### src/core/mbtfs_defs.svh
`ifndef MBTFS_DEFS_SVH
`define MBTFS_DEFS_SVH

// ***************************************
// frame layout
// ***************************************
`define MBTFS_HDR_BYTES  9'h006
`define MBTFS_REQ_END    9'h00c
`define MBTFS_RTU_MIN    9'h008
`define MBTFS_RC_RTU     9'h006
`define MBTFS_IX_LENHI   9'h004
`define MBTFS_IX_LENLO   9'h005
`define MBTFS_IX_STA     9'h006
`define MBTFS_IX_FC      9'h007
`define MBTFS_IX_BC      9'h008
`define MBTFS_IX_DATA    9'h009
`define MBTFS_RTU_FIXED  8'h03
`define MBTFS_CNT_MAX    9'h1ff

// ***************************************
// station and function codes
// ***************************************
`define MBTFS_STA_BCAST  8'h00
`define MBTFS_STA_MAX    8'hf7
`define MBTFS_FC_NONE    8'h00
`define MBTFS_FC_ERR     8'h80
`define MBTFS_FC_RD_COIL 8'h01
`define MBTFS_FC_RD_DIN  8'h02
`define MBTFS_FC_RD_HOLD 8'h03
`define MBTFS_FC_RD_INP  8'h04
`define MBTFS_FC_WR_COIL 8'h05
`define MBTFS_FC_WR_REG  8'h06
`define MBTFS_FC_WR_MCOL 8'h0f
`define MBTFS_FC_WR_MREG 8'h10

// ***************************************
// exception codes
// ***************************************
`define MBTFS_EX_FUNC    8'h01
`define MBTFS_EX_ADDR    8'h02
`define MBTFS_EX_VALUE   8'h03

`endif

### src/core/mbtfs_pkg.sv
package mbtfs_pkg;

   // six-byte frame header
   typedef struct packed {
      logic [15:0] tid;
      logic [15:0] pid;
      logic [15:0] len;
   } mbtfs_hdr_t;

   // first six rtu bytes of a query
   typedef struct packed {
      logic [7:0]  station_address;
      logic [7:0]  func;
      logic [15:0] start;
      logic [15:0] count;
   } mbtfs_req_t;

   typedef enum logic [1:0] {
      ST_RECV = 2'b00,
      ST_EVAL = 2'b01,
      ST_SEND = 2'b10
   } mbtfs_state_t;

endpackage

### src/core/mbtfs_coil_packer.sv
`timescale 1ns/100ps
`include "mbtfs_defs.svh"

module mbtfs_coil_packer #(
   parameter int N_COILS = 16
) (
   input  wire logic [N_COILS-1:0] coils,
   input  wire logic [15:0]        start,
   input  wire logic [15:0]        count,
   input  wire logic [7:0]         byte_num,
   output logic      [7:0]         packed_byte
);

   // ***************************************
   // one data byte of a coil read
   // ***************************************
   for (genvar b = 0; b < 8; b++) begin : g_bit
      logic [31:0] off;
      logic [31:0] pos;
      assign off = {21'h0, byte_num, 3'(b)};
      assign pos = {16'h0, start} + off;
      assign packed_byte[b] = (off < {16'h0, count} && pos < N_COILS) ? coils[pos] : 1'b0;
   end

endmodule

### src/core/mbtfs_frame_server.sv
`timescale 1ns/100ps
`include "mbtfs_defs.svh"

module mbtfs_frame_server #(
   parameter int N_COILS    = 16,
   parameter int MAX_POINTS = 2000
) (
   input  wire logic                CLK_SYS,
   input  wire logic                RST_N,
   input  wire logic [7:0]          MY_STATION,
   input  wire logic [N_COILS-1:0]  COIL_STATE,
   input  wire logic                RX_VALID,
   input  wire logic [7:0]          RX_DATA,
   input  wire logic                RX_LAST,
   output logic                     RX_READY,
   output logic                     TX_VALID,
   output logic      [7:0]          TX_DATA,
   output logic                     TX_LAST,
   input  wire logic                TX_READY,
   output logic                     CMD_VALID,
   output mbtfs_pkg::mbtfs_hdr_t    CMD_HDR,
   output mbtfs_pkg::mbtfs_req_t    CMD_REQ
);

   // ***************************************
   // elaboration checks
   // ***************************************
   if (N_COILS < 1 || N_COILS > 65536) begin : g_chk_n
      $error("N_COILS out of range");
   end
   if (MAX_POINTS < 1 || MAX_POINTS > 2000) begin : g_chk_m
      $error("MAX_POINTS out of range");
   end

   // ***************************************
   // functions
   // ***************************************
   // supported codes
   function automatic logic fc_supported(input logic [7:0] fc);
      case (fc)
         `MBTFS_FC_RD_COIL, `MBTFS_FC_RD_DIN,  `MBTFS_FC_RD_HOLD,
         `MBTFS_FC_RD_INP,  `MBTFS_FC_WR_COIL, `MBTFS_FC_WR_REG,
         `MBTFS_FC_WR_MCOL, `MBTFS_FC_WR_MREG: fc_supported = 1'b1;
         default: fc_supported = 1'b0;
      endcase
   endfunction

   function automatic logic [7:0] coil_bytes(input logic [15:0] pts);
      logic [16:0] sum;
      sum = {1'b0, pts} + 17'h00007;
      coil_bytes = sum[10:3];
   endfunction

   // ***************************************
   // state
   // ***************************************
   mbtfs_pkg::mbtfs_state_t state_q, state_d;
   mbtfs_pkg::mbtfs_hdr_t   hdr_q, hdr_d;
   mbtfs_pkg::mbtfs_req_t   req_q, req_d;
   logic [8:0]  rx_cnt_q, rx_cnt_d;
   logic [8:0]  tx_idx_q, tx_idx_d;
   logic        exc_q, exc_d;
   logic [7:0]  code_q, code_d;
   logic        cmd_vld_q, cmd_vld_d;
   logic [7:0]  tx_data_q, tx_data_d;
   logic [7:0]  pack_byte;
   logic [7:0]  bc;
   logic [8:0]  total;
   logic [8:0]  rtu_n;
   logic [16:0] span;
   logic        frame_ok;
   logic        for_me;
   logic        answer;

   assign bc    = coil_bytes(req_q.count);
   assign rtu_n = rx_cnt_q - `MBTFS_HDR_BYTES;
   assign span  = {1'b0, req_q.start} + {1'b0, req_q.count};
   assign total = `MBTFS_HDR_BYTES + {1'b0, `MBTFS_RTU_FIXED}
                + (exc_q ? 9'h000 : {1'b0, bc});

   assign frame_ok = hdr_q.pid == 16'h0000
                  && hdr_q.len[15:8] == 8'h00
                  && {1'b0, hdr_q.len[7:0]} == rtu_n
                  && rx_cnt_q >= `MBTFS_RTU_MIN + `MBTFS_HDR_BYTES - 9'h006
                  && req_q.station_address <= `MBTFS_STA_MAX
                  && req_q.func != `MBTFS_FC_NONE;
   assign for_me = req_q.station_address == MY_STATION
                || req_q.station_address == `MBTFS_STA_BCAST;
   // broadcasts are never answered; only handed-off codes act on them, broadcast coil reads do nothing
   assign answer = req_q.station_address != `MBTFS_STA_BCAST;

   // ***************************************
   // next state
   // ***************************************
   always_comb begin
      state_d   = state_q;
      hdr_d     = hdr_q;
      req_d     = req_q;
      rx_cnt_d  = rx_cnt_q;
      tx_idx_d  = tx_idx_q;
      exc_d     = exc_q;
      code_d    = code_q;
      cmd_vld_d = 1'b0;
      case (state_q)
         mbtfs_pkg::ST_RECV: begin
            if (RX_VALID) begin
               if (rx_cnt_q != `MBTFS_CNT_MAX) begin
                  rx_cnt_d = rx_cnt_q + 9'h001;
               end
               if (rx_cnt_q < `MBTFS_HDR_BYTES) begin
                  hdr_d = {hdr_q[39:0], RX_DATA};
               end else if (rx_cnt_q < `MBTFS_REQ_END) begin
                  req_d = {req_q[39:0], RX_DATA};
               end
               if (rx_cnt_q == 9'h000) begin
                  req_d = '0;
               end
               if (RX_LAST) begin
                  state_d = mbtfs_pkg::ST_EVAL;
               end
            end
         end
         mbtfs_pkg::ST_EVAL: begin
            rx_cnt_d = 9'h000;
            tx_idx_d = 9'h000;
            exc_d    = 1'b0;
            code_d   = 8'h00;
            state_d  = mbtfs_pkg::ST_RECV;
            if (frame_ok && for_me) begin
               if (req_q.func == `MBTFS_FC_RD_COIL) begin
                  if (rtu_n != `MBTFS_RC_RTU || req_q.count == 16'h0000
                      || {16'h0, req_q.count} > MAX_POINTS) begin
                     exc_d  = 1'b1;
                     code_d = `MBTFS_EX_VALUE;
                  end else if ({15'h0, span} > N_COILS) begin
                     exc_d  = 1'b1;
                     code_d = `MBTFS_EX_ADDR;
                  end
                  if (answer) begin
                     state_d = mbtfs_pkg::ST_SEND;
                  end
               end else if (fc_supported(req_q.func)) begin
                  cmd_vld_d = 1'b1;
               end else if (answer) begin
                  exc_d   = 1'b1;
                  code_d  = `MBTFS_EX_FUNC;
                  state_d = mbtfs_pkg::ST_SEND;
               end
            end
         end
         mbtfs_pkg::ST_SEND: begin
            if (TX_READY) begin
               if (TX_LAST) begin
                  state_d = mbtfs_pkg::ST_RECV;
               end else begin
                  tx_idx_d = tx_idx_q + 9'h001;
               end
            end
         end
         default: begin
            state_d = mbtfs_pkg::ST_RECV;
         end
      endcase
   end

   // ***************************************
   // reply byte for the next index
   // ***************************************
   mbtfs_coil_packer #(
      .N_COILS (N_COILS)
   ) u_pack (
      .coils       (COIL_STATE),
      .start       (req_q.start),
      .count       (req_q.count),
      .byte_num    (8'(tx_idx_d - `MBTFS_IX_DATA)),
      .packed_byte (pack_byte)
   );

   always_comb begin
      case (tx_idx_d)
         9'h000: tx_data_d = hdr_q.tid[15:8];
         9'h001: tx_data_d = hdr_q.tid[7:0];
         9'h002: tx_data_d = hdr_q.pid[15:8];
         9'h003: tx_data_d = hdr_q.pid[7:0];
         `MBTFS_IX_LENHI: tx_data_d = 8'h00;
         `MBTFS_IX_LENLO: tx_data_d = exc_d ? `MBTFS_RTU_FIXED : `MBTFS_RTU_FIXED + bc;
         `MBTFS_IX_STA: tx_data_d = req_q.station_address;
         `MBTFS_IX_FC: tx_data_d = exc_d ? (req_q.func | `MBTFS_FC_ERR) : req_q.func;
         `MBTFS_IX_BC: tx_data_d = exc_d ? code_d : bc;
         default: tx_data_d = pack_byte;
      endcase
   end

   // ***************************************
   // registers
   // ***************************************
   always_ff @(posedge CLK_SYS or negedge RST_N) begin
      if (!RST_N) begin
         state_q   <= mbtfs_pkg::ST_RECV;
         hdr_q     <= '0;
         req_q     <= '0;
         rx_cnt_q  <= 9'h000;
         tx_idx_q  <= 9'h000;
         exc_q     <= 1'b0;
         code_q    <= 8'h00;
         cmd_vld_q <= 1'b0;
         tx_data_q <= 8'h00;
      end else begin
         state_q   <= state_d;
         hdr_q     <= hdr_d;
         req_q     <= req_d;
         rx_cnt_q  <= rx_cnt_d;
         tx_idx_q  <= tx_idx_d;
         exc_q     <= exc_d;
         code_q    <= code_d;
         cmd_vld_q <= cmd_vld_d;
         tx_data_q <= tx_data_d;
      end
   end

   // ***************************************
   // outputs
   // ***************************************
   assign RX_READY  = state_q == mbtfs_pkg::ST_RECV;
   assign TX_VALID  = state_q == mbtfs_pkg::ST_SEND;
   assign TX_DATA   = tx_data_q;
   assign TX_LAST   = TX_VALID && tx_idx_q == total - 9'h001;
   assign CMD_VALID = cmd_vld_q;
   assign CMD_HDR   = hdr_q;
   assign CMD_REQ   = req_q;
endmodule

### config.mk
export PLATFORM = sky130hd
export DESIGN_NAME = mbtfs_frame_server
export DESIGN_NICKNAME = d
export VERILOG_FILES = /design/src/core/mbtfs_pkg.sv /design/src/core/mbtfs_coil_packer.sv /design/src/core/mbtfs_frame_server.sv
export VERILOG_INCLUDE_DIRS = /design/src /design/src/core
export SDC_FILE = /design/constraint.sdc
export NUM_CORES = 1
export LEC_CHECK = 0
export ABC_AREA = 1
export BUFFER_PORTS_ARGS = -buffer_cell sky130_fd_sc_hd__buf_4
export CAP_MARGIN = 20
export CORE_MARGIN = 1.5
export CORE_UTILIZATION = 30
export CTS_CLUSTER_DIAMETER = 60
export DETAILED_ROUTE_END_ITERATION = 10
export MAX_ROUTING_LAYER = met4
export PLACE_DENSITY_LB_ADDON = 0.05
export SKIP_LAST_GASP = 1
export SLEW_MARGIN = 15
export SYNTH_ARGS = -nofsm -noshare
export SYNTH_HDL_FRONTEND = slang
export SYNTH_SLANG_ARGS = --single-unit
### constraint.sdc
create_clock -name CLK_SYS -period 8.65 [get_ports CLK_SYS]
set_input_delay 0.4325 -clock CLK_SYS [delete_from_list [all_inputs] [get_ports CLK_SYS]]
set_output_delay 0.4325 -clock CLK_SYS [all_outputs]
set_load 0.02 [all_outputs]
==> results of run 1 <==
==> layout make-up <==
type	instances	area (µm²)
inverters	248	931
clock buffers	20	457
repair buffers	159	1200
multi-input cells	1546	7930
fillers	4605	26200
flip-flops and latches	134	3350
well taps	532	666
clock inverters	12	168
==> worst paths after layout <==
kind / start / end / slack [ns] / cells past startpoint
setup reg to reg: CMD_REQ[3] / TX_DATA[0] / 1.86 / 39
max in group asynchronous: RST_N / CMD_REQ[26] / 7.20 / 2
hold / removal: RST_N / rx_cnt_q[8] / 0.009 / 1
setup / recovery: CMD_REQ[3] / TX_DATA[0] / 1.86 / 39
min in group CLK_SYS: RX_DATA[1] / CMD_HDR[1] / 0.25 / 3
hold reg to reg: code_q[7] / code_q[7] / 0.46 / 2
==> cell families (layout without fill, tap and decap cells) <==
kind of cell / after synthesis / count (layout) / synth area share [%]
buffers and inverters: 311 / 439 / 9.70
AO/OA/AOI/OAI: 313 / 313 / 13.7
AND/OR/NAND/NOR: 1118 / 1118 / 39.8
XOR/XNOR: 50 / 50 / 3.51
flip-flops: 134 / 134 / 26.9
adder cells (fa/ha/maj): 56 / 56 / 5.73
multiplexers: 9 / 9 / 0.732
==> registers in the layout, summed over array words and instances, names as in the netlist <==
| signal | cells |
|---|---|
| CMD_VALID | 1 |
| TX_DATA | 8 |
| code_q | 8 |
| exc_q | 1 |
| tx_idx_q | 9 |
| CMD_REQ | 48 |
| CMD_HDR | 48 |
| state_q | 2 |
| rx_cnt_q | 9 |
==> layer usage <==
metal  track usage, %  part of all wire (%)  up-vias  routed length [µm]
met3             4.00                   5.6       56                3160
met5                -                     0        -                   0
li1                 -                     -     6763                   -
met1             37.8                    48     6587               26900
met2             42.6                    45      398               25300
met4             6.32                   1.9        0                1080
==> stage by stage <==
step	area (µm²)	hold slack (ns)	power (mW)	utilization, %
floorplan	12500	0.137	4.26	-
global placement	14100	0.455	6.12	34.4
detailed placement	14100	0.450	6.07	34.4
CTS	14700	0.0189	6.91	35.9
global route	14700	0.0525	7.51	35.9
finish	14700	0.00852	6.92	35.9
==> report_power, final <==
| part | total, mW | leakage (nW) | switching (mW) | internal, mW |
|---|---|---|---|---|
| clock | 0.802 | 0.302 | 0.328 | 0.474 |
| sequential | 1.21 | 1.76 | 0.358 | 0.847 |
| combinational | 4.91 | 5.61 | 3.44 | 1.48 |
| total | 6.92 | 7.67 | 4.12 | 2.80 |
==> placed cells by master, fill, tap and decap left out, types with 4 or more instances in the layout <==
cell type / count
o31ai_1: 5
inv_2: 10
or2_2: 9
nor3_1: 34
ha_1: 54
o21a_1: 5
a2111oi_0: 4
inv_1: 225
o21ai_1: 8
xnor2_1: 10
clkinv_4: 5
nor2_2: 4
mux2i_1: 8
o211ai_1: 5
a21oi_1: 90
nand3b_1: 5
nor2_1: 201
nor2_4: 5
clkinv_1: 13
o22ai_1: 14
nand3_1: 192
clkbuf_16: 17
nand2_2: 10
nand3_2: 15
xor2_1: 40
nand2_1: 572
dfrtp_1: 134
nand4_1: 44
nor4_1: 10
o21ai_0: 159
buf_4: 158
==> flow_summary.ini, run 1 <==
[cells_and_area]
diodes = 0
finalNonFillerCells = 2651
syn_to_final_growth_pct = 17.8
finalNetCount = 2199
final_layout_size_suffix_gt1_share_pct = 12.3

[setup_path]
worst_ep_arrival_time_ns = 7.17
slowest_stage = nor2_1
cp_max_fo = 16
end_kind = flip-flop
required_ns = 9.04
crit_path_max_incr_delay_ns = 0.68
start_kind = flip-flop
crit_type = flip-flop to flip-flop
path_delay_family = simple AND/OR/NAND/NOR gates
cp_num_buf_inv = 2
cp_common_cell = nor2_1

[routing]
vias_per_cell = 5.21
route.detailed.drc = 0
drt-initial-drc-count = 1120
wl_per_cell_um = 21.3
ant_nets = 0
first_pass_iters = 5
drt-total-wl_um = 56500
vias = 13800

[die]
fp.dieArea_um2 = 42800
row_count = 74
die_w_um = 207
io_pins = 145
coreArea_um2 = 40900
start_util_pct = 30.5
die_h_um = 207

[power_and_ir_drop]
power_density_nw_per_um2 = 471
p_leak_nw = 7.67
ir_drop_uv = 178

[synthesis]
avgSynthCellArea_um2 = 6.27
yosysTopAreaCellShare_pct = 26.9
synth_top_flop_cell = dfrtp_1
ys_top_cells_by_count = 572 x nand2_1, 225 x inv_1, 202 x nor2_1
yosysTopAreaCell = dfrtp_1
ys_seq_area_share_pct = 26.9
yosysMostFrequentCell = nand2_1
async_flop_share_pct = 100
synth_cell_types = 58
synth_area_leaders = dfrtp_1 27%, nand2_1 17%, nand3_1 7.7%
syn-num-nets = 2084
synth_warnings = 0
synthCells = 1991
synth_area_um2 = 12500
synth_seq_cells = 134
synth_enable_flop_cells = 0

[worst_hold_path]
hp-class = primary input to async pin

[global_route]
grtUsageTotal_pct = 27.5
grt_antenna_before_repair = 1
grt-ovfl-total = 0
grt_pass1_wl_um = 84000
grt_start_max_net_pins = 97
grt_pass1_vias = 13200

[clocking]
cts_buffers = 17
tritoncts = yes
clkTransAtPathRegs_ns = 0.07
clockRootBuffer = clkbuf_16
cts_hold_repair.buffers = 0
cts_htree_levels = 4
post_cts_buffers = 0
cts-resized-gates = 0
cts.sink_count = 134
cts_buffer_depth = 2
clock_latency_ns = 0.45

[sta]
clock_skew_ns = 0.0115
rsz0062_at_grt = false
fmax_ghz = 0.147
drv_slew = 0
setup_viol_count_final = 0
min_period_over_period_pct = 78.5
setup_tns_ns = 0
final_hold_viol_count = 0
tightest_slew_ns = 0.937
min_period_ns = 6.79
setup_ws_ns = 1.86
relSlewSlack_pct = 37.5

[outcome]
status = completed

[placement]
hpwl_um = 44900
place_inst = 2619
pre_cts_slack_ns = 1.94
io_buffers = 144
place_congestion = 0.996

[run]
drv_cap = 0
(Power assumes the default switching activity.)
==> run 2, diff against run 1 <==
==> constraint.sdc (replaced) <==
create_clock -name CLK_SYS -period 6.76 [get_ports CLK_SYS]
set_input_delay 0.338 -clock CLK_SYS [delete_from_list [all_inputs] [get_ports CLK_SYS]]
set_output_delay 0.338 -clock CLK_SYS [all_outputs]
set_load 0.02 [all_outputs]
==> flow_summary.ini, run 2 (same netlist as run 1, synthesis figures left out) <==
[sta]
drv_slew = 0
min_period_ns = 6.10
min_period_over_period_pct = 90.3
setup_viol_count_final = 0
tightest_slew_ns = 1.11
setup_tns_ns = 0
holdWs_ns = 0.127
clock_skew_ns = 0.0121
final_hold_viol_count = 0
relSlewSlack_pct = 25.1
rsz0062_at_grt = false
setup_ws_ns = 0.656
fmax_ghz = 0.164

[setup_path]
start_kind = flip-flop
crit_type = flip-flop to flip-flop
r2r-start = CMD_REQ[1]
end_kind = flip-flop
cp_num_buf_inv = 4
worst_ep_arrival_time_ns = 6.51
crit_path_end = TX_DATA[7]
setup.worst_path.start = CMD_REQ[1]
timing.rr.end = TX_DATA[7]
required_ns = 7.17
worstRegToRegCells = 40
crit_cells = 40
slowest_stage = dfrtp_1
path_delay_family = simple AND/OR/NAND/NOR gates
cp_max_fo = 16
r2r_setup_slack_ns = 0.66
crit_path_max_incr_delay_ns = 0.48

[global_route]
grt_pass1_wl_um = 84000
grtUsageTotal_pct = 27.8
grt_antenna_before_repair = 3
grt-ovfl-total = 0
grt_pass1_vias = 13100
grt_start_max_net_pins = 97

[cells_and_area]
final_layout_size_suffix_gt1_share_pct = 13.1
final_core_util_pct = 36.1
final_common_cell = nand2_1
finalNetCount = 2216
layout_common_cells = 572 x nand2_1, 225 x inv_1, 201 x nor2_1
syn_to_final_growth_pct = 18.5
finalNonFillerCells = 2669

[placement]
pre_cts_slack_ns = 0.632
io_buffers = 144
place_inst = 2635
hpwl_um = 45200
place_congestion = 0.931

[clocking]
clockRootBuffer = clkbuf_16
clock_latency_ns = 0.48
tritoncts = yes
cts_buffer_depth = 2
clkTransAtPathRegs_ns = 0.07
post_cts_buffers = 0
cts_buffers = 17
cts_htree_levels = 4
cts.sink_count = 134

[die]
die_w_um = 207
die_h_um = 207
row_count = 74
coreArea_um2 = 40900
fp.dieArea_um2 = 42800
start_util_pct = 30.5
io_pins = 145

[outcome]
status = completed

[routing]
vias = 13800
ant_nets = 0
drt-initial-drc-count = 1125
vias_per_cell = 5.17
first_pass_iters = 5
drt-total-wl_um = 56900
wl_per_cell_um = 21.3
route.detailed.drc = 0

[power_and_ir_drop]
power_switching_share_pct = 59.7
p_clk_share_pct = 10.6
p_int_mw = 3.59
comb_power_share_pct = 71.9
p_seq_share_pct = 17.5
p_leak_nw = 7.72
p_switching_mw = 5.31
ir_drop_uv = 250
power_density_nw_per_um2 = 601

[worst_hold_path]
min_from = RX_DATA[6]
min_path_cells = 3
hp-class = primary input to flip-flop

[run]
drv_cap = 0
==> run 2: cell types whose count changed in the layout (fill, tap and decap cells not counted), moves of 2 or more <==
cell        change
ha_1            -2
bufinv_16       -2
ha_2            +2
buf_4          +16
clkinvlp_4      +2
clkinv_4        -2
==> run 2: worst min path at each step <==
stage,endpoint
2_1_floorplan,CMD_HDR[0]
5_1_grt,CMD_HDR[7]
6_report,CMD_HDR[6]
4_1_cts,CMD_HDR[2]
3_3_place_gp,CMD_VALID
3_5_place_dp,CMD_VALID
==> run 2: layout make-up <==
| class | instances | area, µm² |
|---|---|---|
| Antenna cell | 1 | 2.50 |
| Clock buffer | 20 | 457 |
| Clock inverter | 12 | 119 |
| Fill cell | 4600 | 26100 |
| Inverter | 248 | 931 |
| Multi-Input combinational cell | 1546 | 7940 |
| Sequential cell | 134 | 3350 |
| Tap cell | 532 | 666 |
| Timing Repair Buffer | 176 | 1330 |
==> run 2: what timing repair did <==
item,4_1_cts,5_1_grt
setup endpoints to repair,0,2
gates resized for setup,0,5
hold endpoints to repair,63,0
hold buffers,1,0
==> run 2: tightest hold or removal path: stages <==
cell and delay (ns):
buf_4 0.09, nor2_1 0.04, a21oi_1 0.10
==> run 2: metrics by stage <==
stage                     power [mW]  instance area [µm²]
after CTS                       8.87                14800
after detailed placement        7.87                14200
after global placement          7.92                14200
after floorplan                 5.45                12500
final                           8.90                14800
after global routing            9.65                14800
==> run 2: layer usage <==
metal	GRT usage (%)	share of wire, %	vias to the layer above
met5	-	0	-
met4	7.94	2.2	0
met3	5.73	6.2	57
met2	41.9	44	385
met1	37.5	48	6573
li1	-	-	6795
==> run 2: power groups by stage <==
stage          Combinational, mW  Sequential, mW  Clock [mW]
5_1_grt                     7.06            1.59       0.997
6_report                    6.40            1.55       0.945
4_1_cts                     6.34            1.55       0.972
2_1_floorplan               3.77            1.69           0
3_3_place_gp                6.36            1.56           0
3_5_place_dp                6.31            1.56           0
==> run 3, diff against run 2 <==
--- a/config.mk
+++ b/config.mk
@@ -6,7 +6,6 @@
 export SDC_FILE = /design/constraint.sdc
 export NUM_CORES = 1
 export LEC_CHECK = 0
-export ABC_AREA = 1
 export BUFFER_PORTS_ARGS = -buffer_cell sky130_fd_sc_hd__buf_4
 export CAP_MARGIN = 20
 export CORE_MARGIN = 1.5
==> flow_summary.ini, run 3 <==
[outcome]
status = completed

[setup_path]
end_kind = flip-flop
crit_type = flip-flop to flip-flop
start_kind = flip-flop
cp_max_fo = 5
required_ns = 7.16
cp_common_cell = buf_4
crit_path_max_incr_delay_ns = 0.48
cp_num_buf_inv = 5
slowest_stage = nor4_2
path_delay_family = compound AO/OA/AOI/OAI gates
worst_ep_arrival_time_ns = 6.91

[cells_and_area]
diodes = 0
n_fill_cell = 4283
finalNetCount = 1809
syn_to_final_growth_pct = 29.4
final_common_cell = buf_4
layout_common_cells = 316 x buf_4, 134 x dfrtp_1, 114 x nand2_1
final_layout_size_suffix_gt1_share_pct = 29.1
final_design_area_no_fill_um2 = 16000

[clocking]
cts.sink_count = 134
clock_latency_ns = 0.46
clkTransAtPathRegs_ns = 0.07
cts_htree_levels = 4
cts_buffers = 17
tritoncts = yes
cts_buffer_depth = 2
clockRootBuffer = clkbuf_16

[placement]
io_buffers = 144
place_congestion = 1.03
hpwl_um = 46300
placed_area_um2 = 15000
pre_cts_slack_ns = -0.341

[synthesis]
syn-num-nets = 1564
synth_area_leaders = dfrtp_1 27%, mux2_2 5.6%, ha_1 5.5%
synthCells = 1471
ys_seq_area_share_pct = 27.1
yosysTopAreaCellShare_pct = 27.1
synth_warnings = 0
avgSynthCellArea_um2 = 8.42
synth_area_um2 = 12400
synth_enable_flop_cells = 0
synth_top_flop_cell = dfrtp_1
synth_cell_types = 95
yosysMostFrequentCell = dfrtp_1
async_flop_share_pct = 100
synth_seq_cells = 134
ys_top_cells_by_count = 134 x dfrtp_1, 117 x nand2_1, 104 x nor2_1
yosysTopAreaCell = dfrtp_1

[routing]
vias_per_cell = 5.78
vias = 13100
ant_nets = 0
first_pass_iters = 7
wl_per_cell_um = 26.2
route.detailed.drc = 0
drt-initial-drc-count = 831
drt-total-wl_um = 59300

[power_and_ir_drop]
p_leak_nw = 7.15
ir_drop_uv = 204
power_density_nw_per_um2 = 281
power.total_mw = 4.51

[sta]
min_period_over_period_pct = 96.2
setup_viol_count_final = 0
drv_slew = 0
final_hold_viol_count = 0
clock_skew_ns = 0.0155
fmax_ghz = 0.154
min_period_ns = 6.50
relSlewSlack_pct = 32.1
setup_ws_ns = 0.258
tightest_slew_ns = 1.02

[die]
coreArea_um2 = 40700
fp.dieArea_um2 = 42500
row_count = 74
die_h_um = 206
die_w_um = 206
start_util_pct = 30.4
io_pins = 145

[worst_hold_path]
hp-class = primary input to flip-flop

[global_route]
grt_start_max_net_pins = 74
grt_pass1_vias = 12900
grtUsageTotal_pct = 28.9
grt_pass1_wl_um = 86700
grt-ovfl-total = 0
grt_antenna_before_repair = 0

[run]
drv_cap = 0
==> run 3: changes by cell type after synthesis, sizes merged, moves of 38 or more <==
cell	previous run	this run
a22o	2	57
clkbuf	42	80
inv	235	62
mux2	1	62
nand2	585	117
nand3	210	42
nor2	211	104
o21ai	168	77
xnor2	10	67
==> run 3: path summary, 6_finish.rpt <==
path | startpoint | to | slack (ns) | cells after the start
worst max-delay path | CMD_REQ[2] | TX_DATA[1] | 0.26 | 27
worst min-delay path | RX_DATA[7] | CMD_REQ[7] | 0.11 | 2
worst max register to register | CMD_REQ[2] | TX_DATA[1] | 0.26 | 27
worst min register to register | code_q[4] | code_q[4] | 0.47 | 2
max in group asynchronous | RST_N | rx_cnt_q[2] | 4.78 | 3
min in group asynchronous | RST_N | TX_DATA[7] | 0.45 | 2
==> run 3: per-layer routing <==
| layer | up-vias | wire, µm | GRT usage [%] |
|---|---|---|---|
| met4 | 0 | 2730 | 13.1 |
| met1 | 6466 | 25500 | 36.0 |
| met3 | 106 | 2550 | 2.57 |
| met5 | - | 0 | - |
| li1 | 6059 | - | - |
| met2 | 432 | 28600 | 47.5 |
==> run 3: worst reg2reg max path: cells and delay by family, from the launching register on <==
kind	cells	cell delay, ns
compound gates	11	2.94
buf+inv	5	0.73
xor+xnor	2	0.35
flops	1	0.41
mux	1	0.34
simple gates	6	1.12
fa+ha+maj	2	0.57
==> run 3: cell type report <==
cell class,instances,area [µm²],share of cell area (%)
flip-flops and latches,134,3350,20.9
inverters,63,239,1.49
clock buffers,18,439,2.74
repair buffers,320,2420,15.1
well taps,532,666,4.16
multi-input cells,1180,8750,54.6
clock inverters,14,155,0.969
==> run 3: what timing repair did <==
item                                   in CTS  in global routing
hold buffers                                1                  0
buffers inserted                            3                  5
endpoints found under the hold margin      61                  0
setup endpoints to repair                   3                  8
pin swaps                                   3                 25
gates resized for setup                    12                 52
gates cloned                                0                  0
==> run 3: through the flow <==
stage / hold WS [ns] / utilization (%) / setup TNS, ns / instances
final: 0.107 / 39.3 / 0 / 2261
after global routing: 0.115 / 39.3 / -0.0132 / 2261
after CTS: 0.0922 / 38.5 / 0 / 2255
after detailed placement: 0.381 / 36.9 / -0.515 / 2219
after global placement: 0.386 / 36.9 / -0.418 / 2219
after floorplan: 0.0424 / - / 0 / 1471
==> run 3: kinds of logic after synthesis <==
group	synth area share [%]
xor+xnor	6.08
fa+ha+maj	5.94
mux	10.2
flops	27.1
compound gates	25.4
simple gates	20.3
buf+inv	4.98
==> run 3: power breakdown <==
group	switching [mW]	internal, mW
Combinational	1.50	0.944
Sequential	0.172	0.910
Clock	0.447	0.535
Total	2.12	2.39
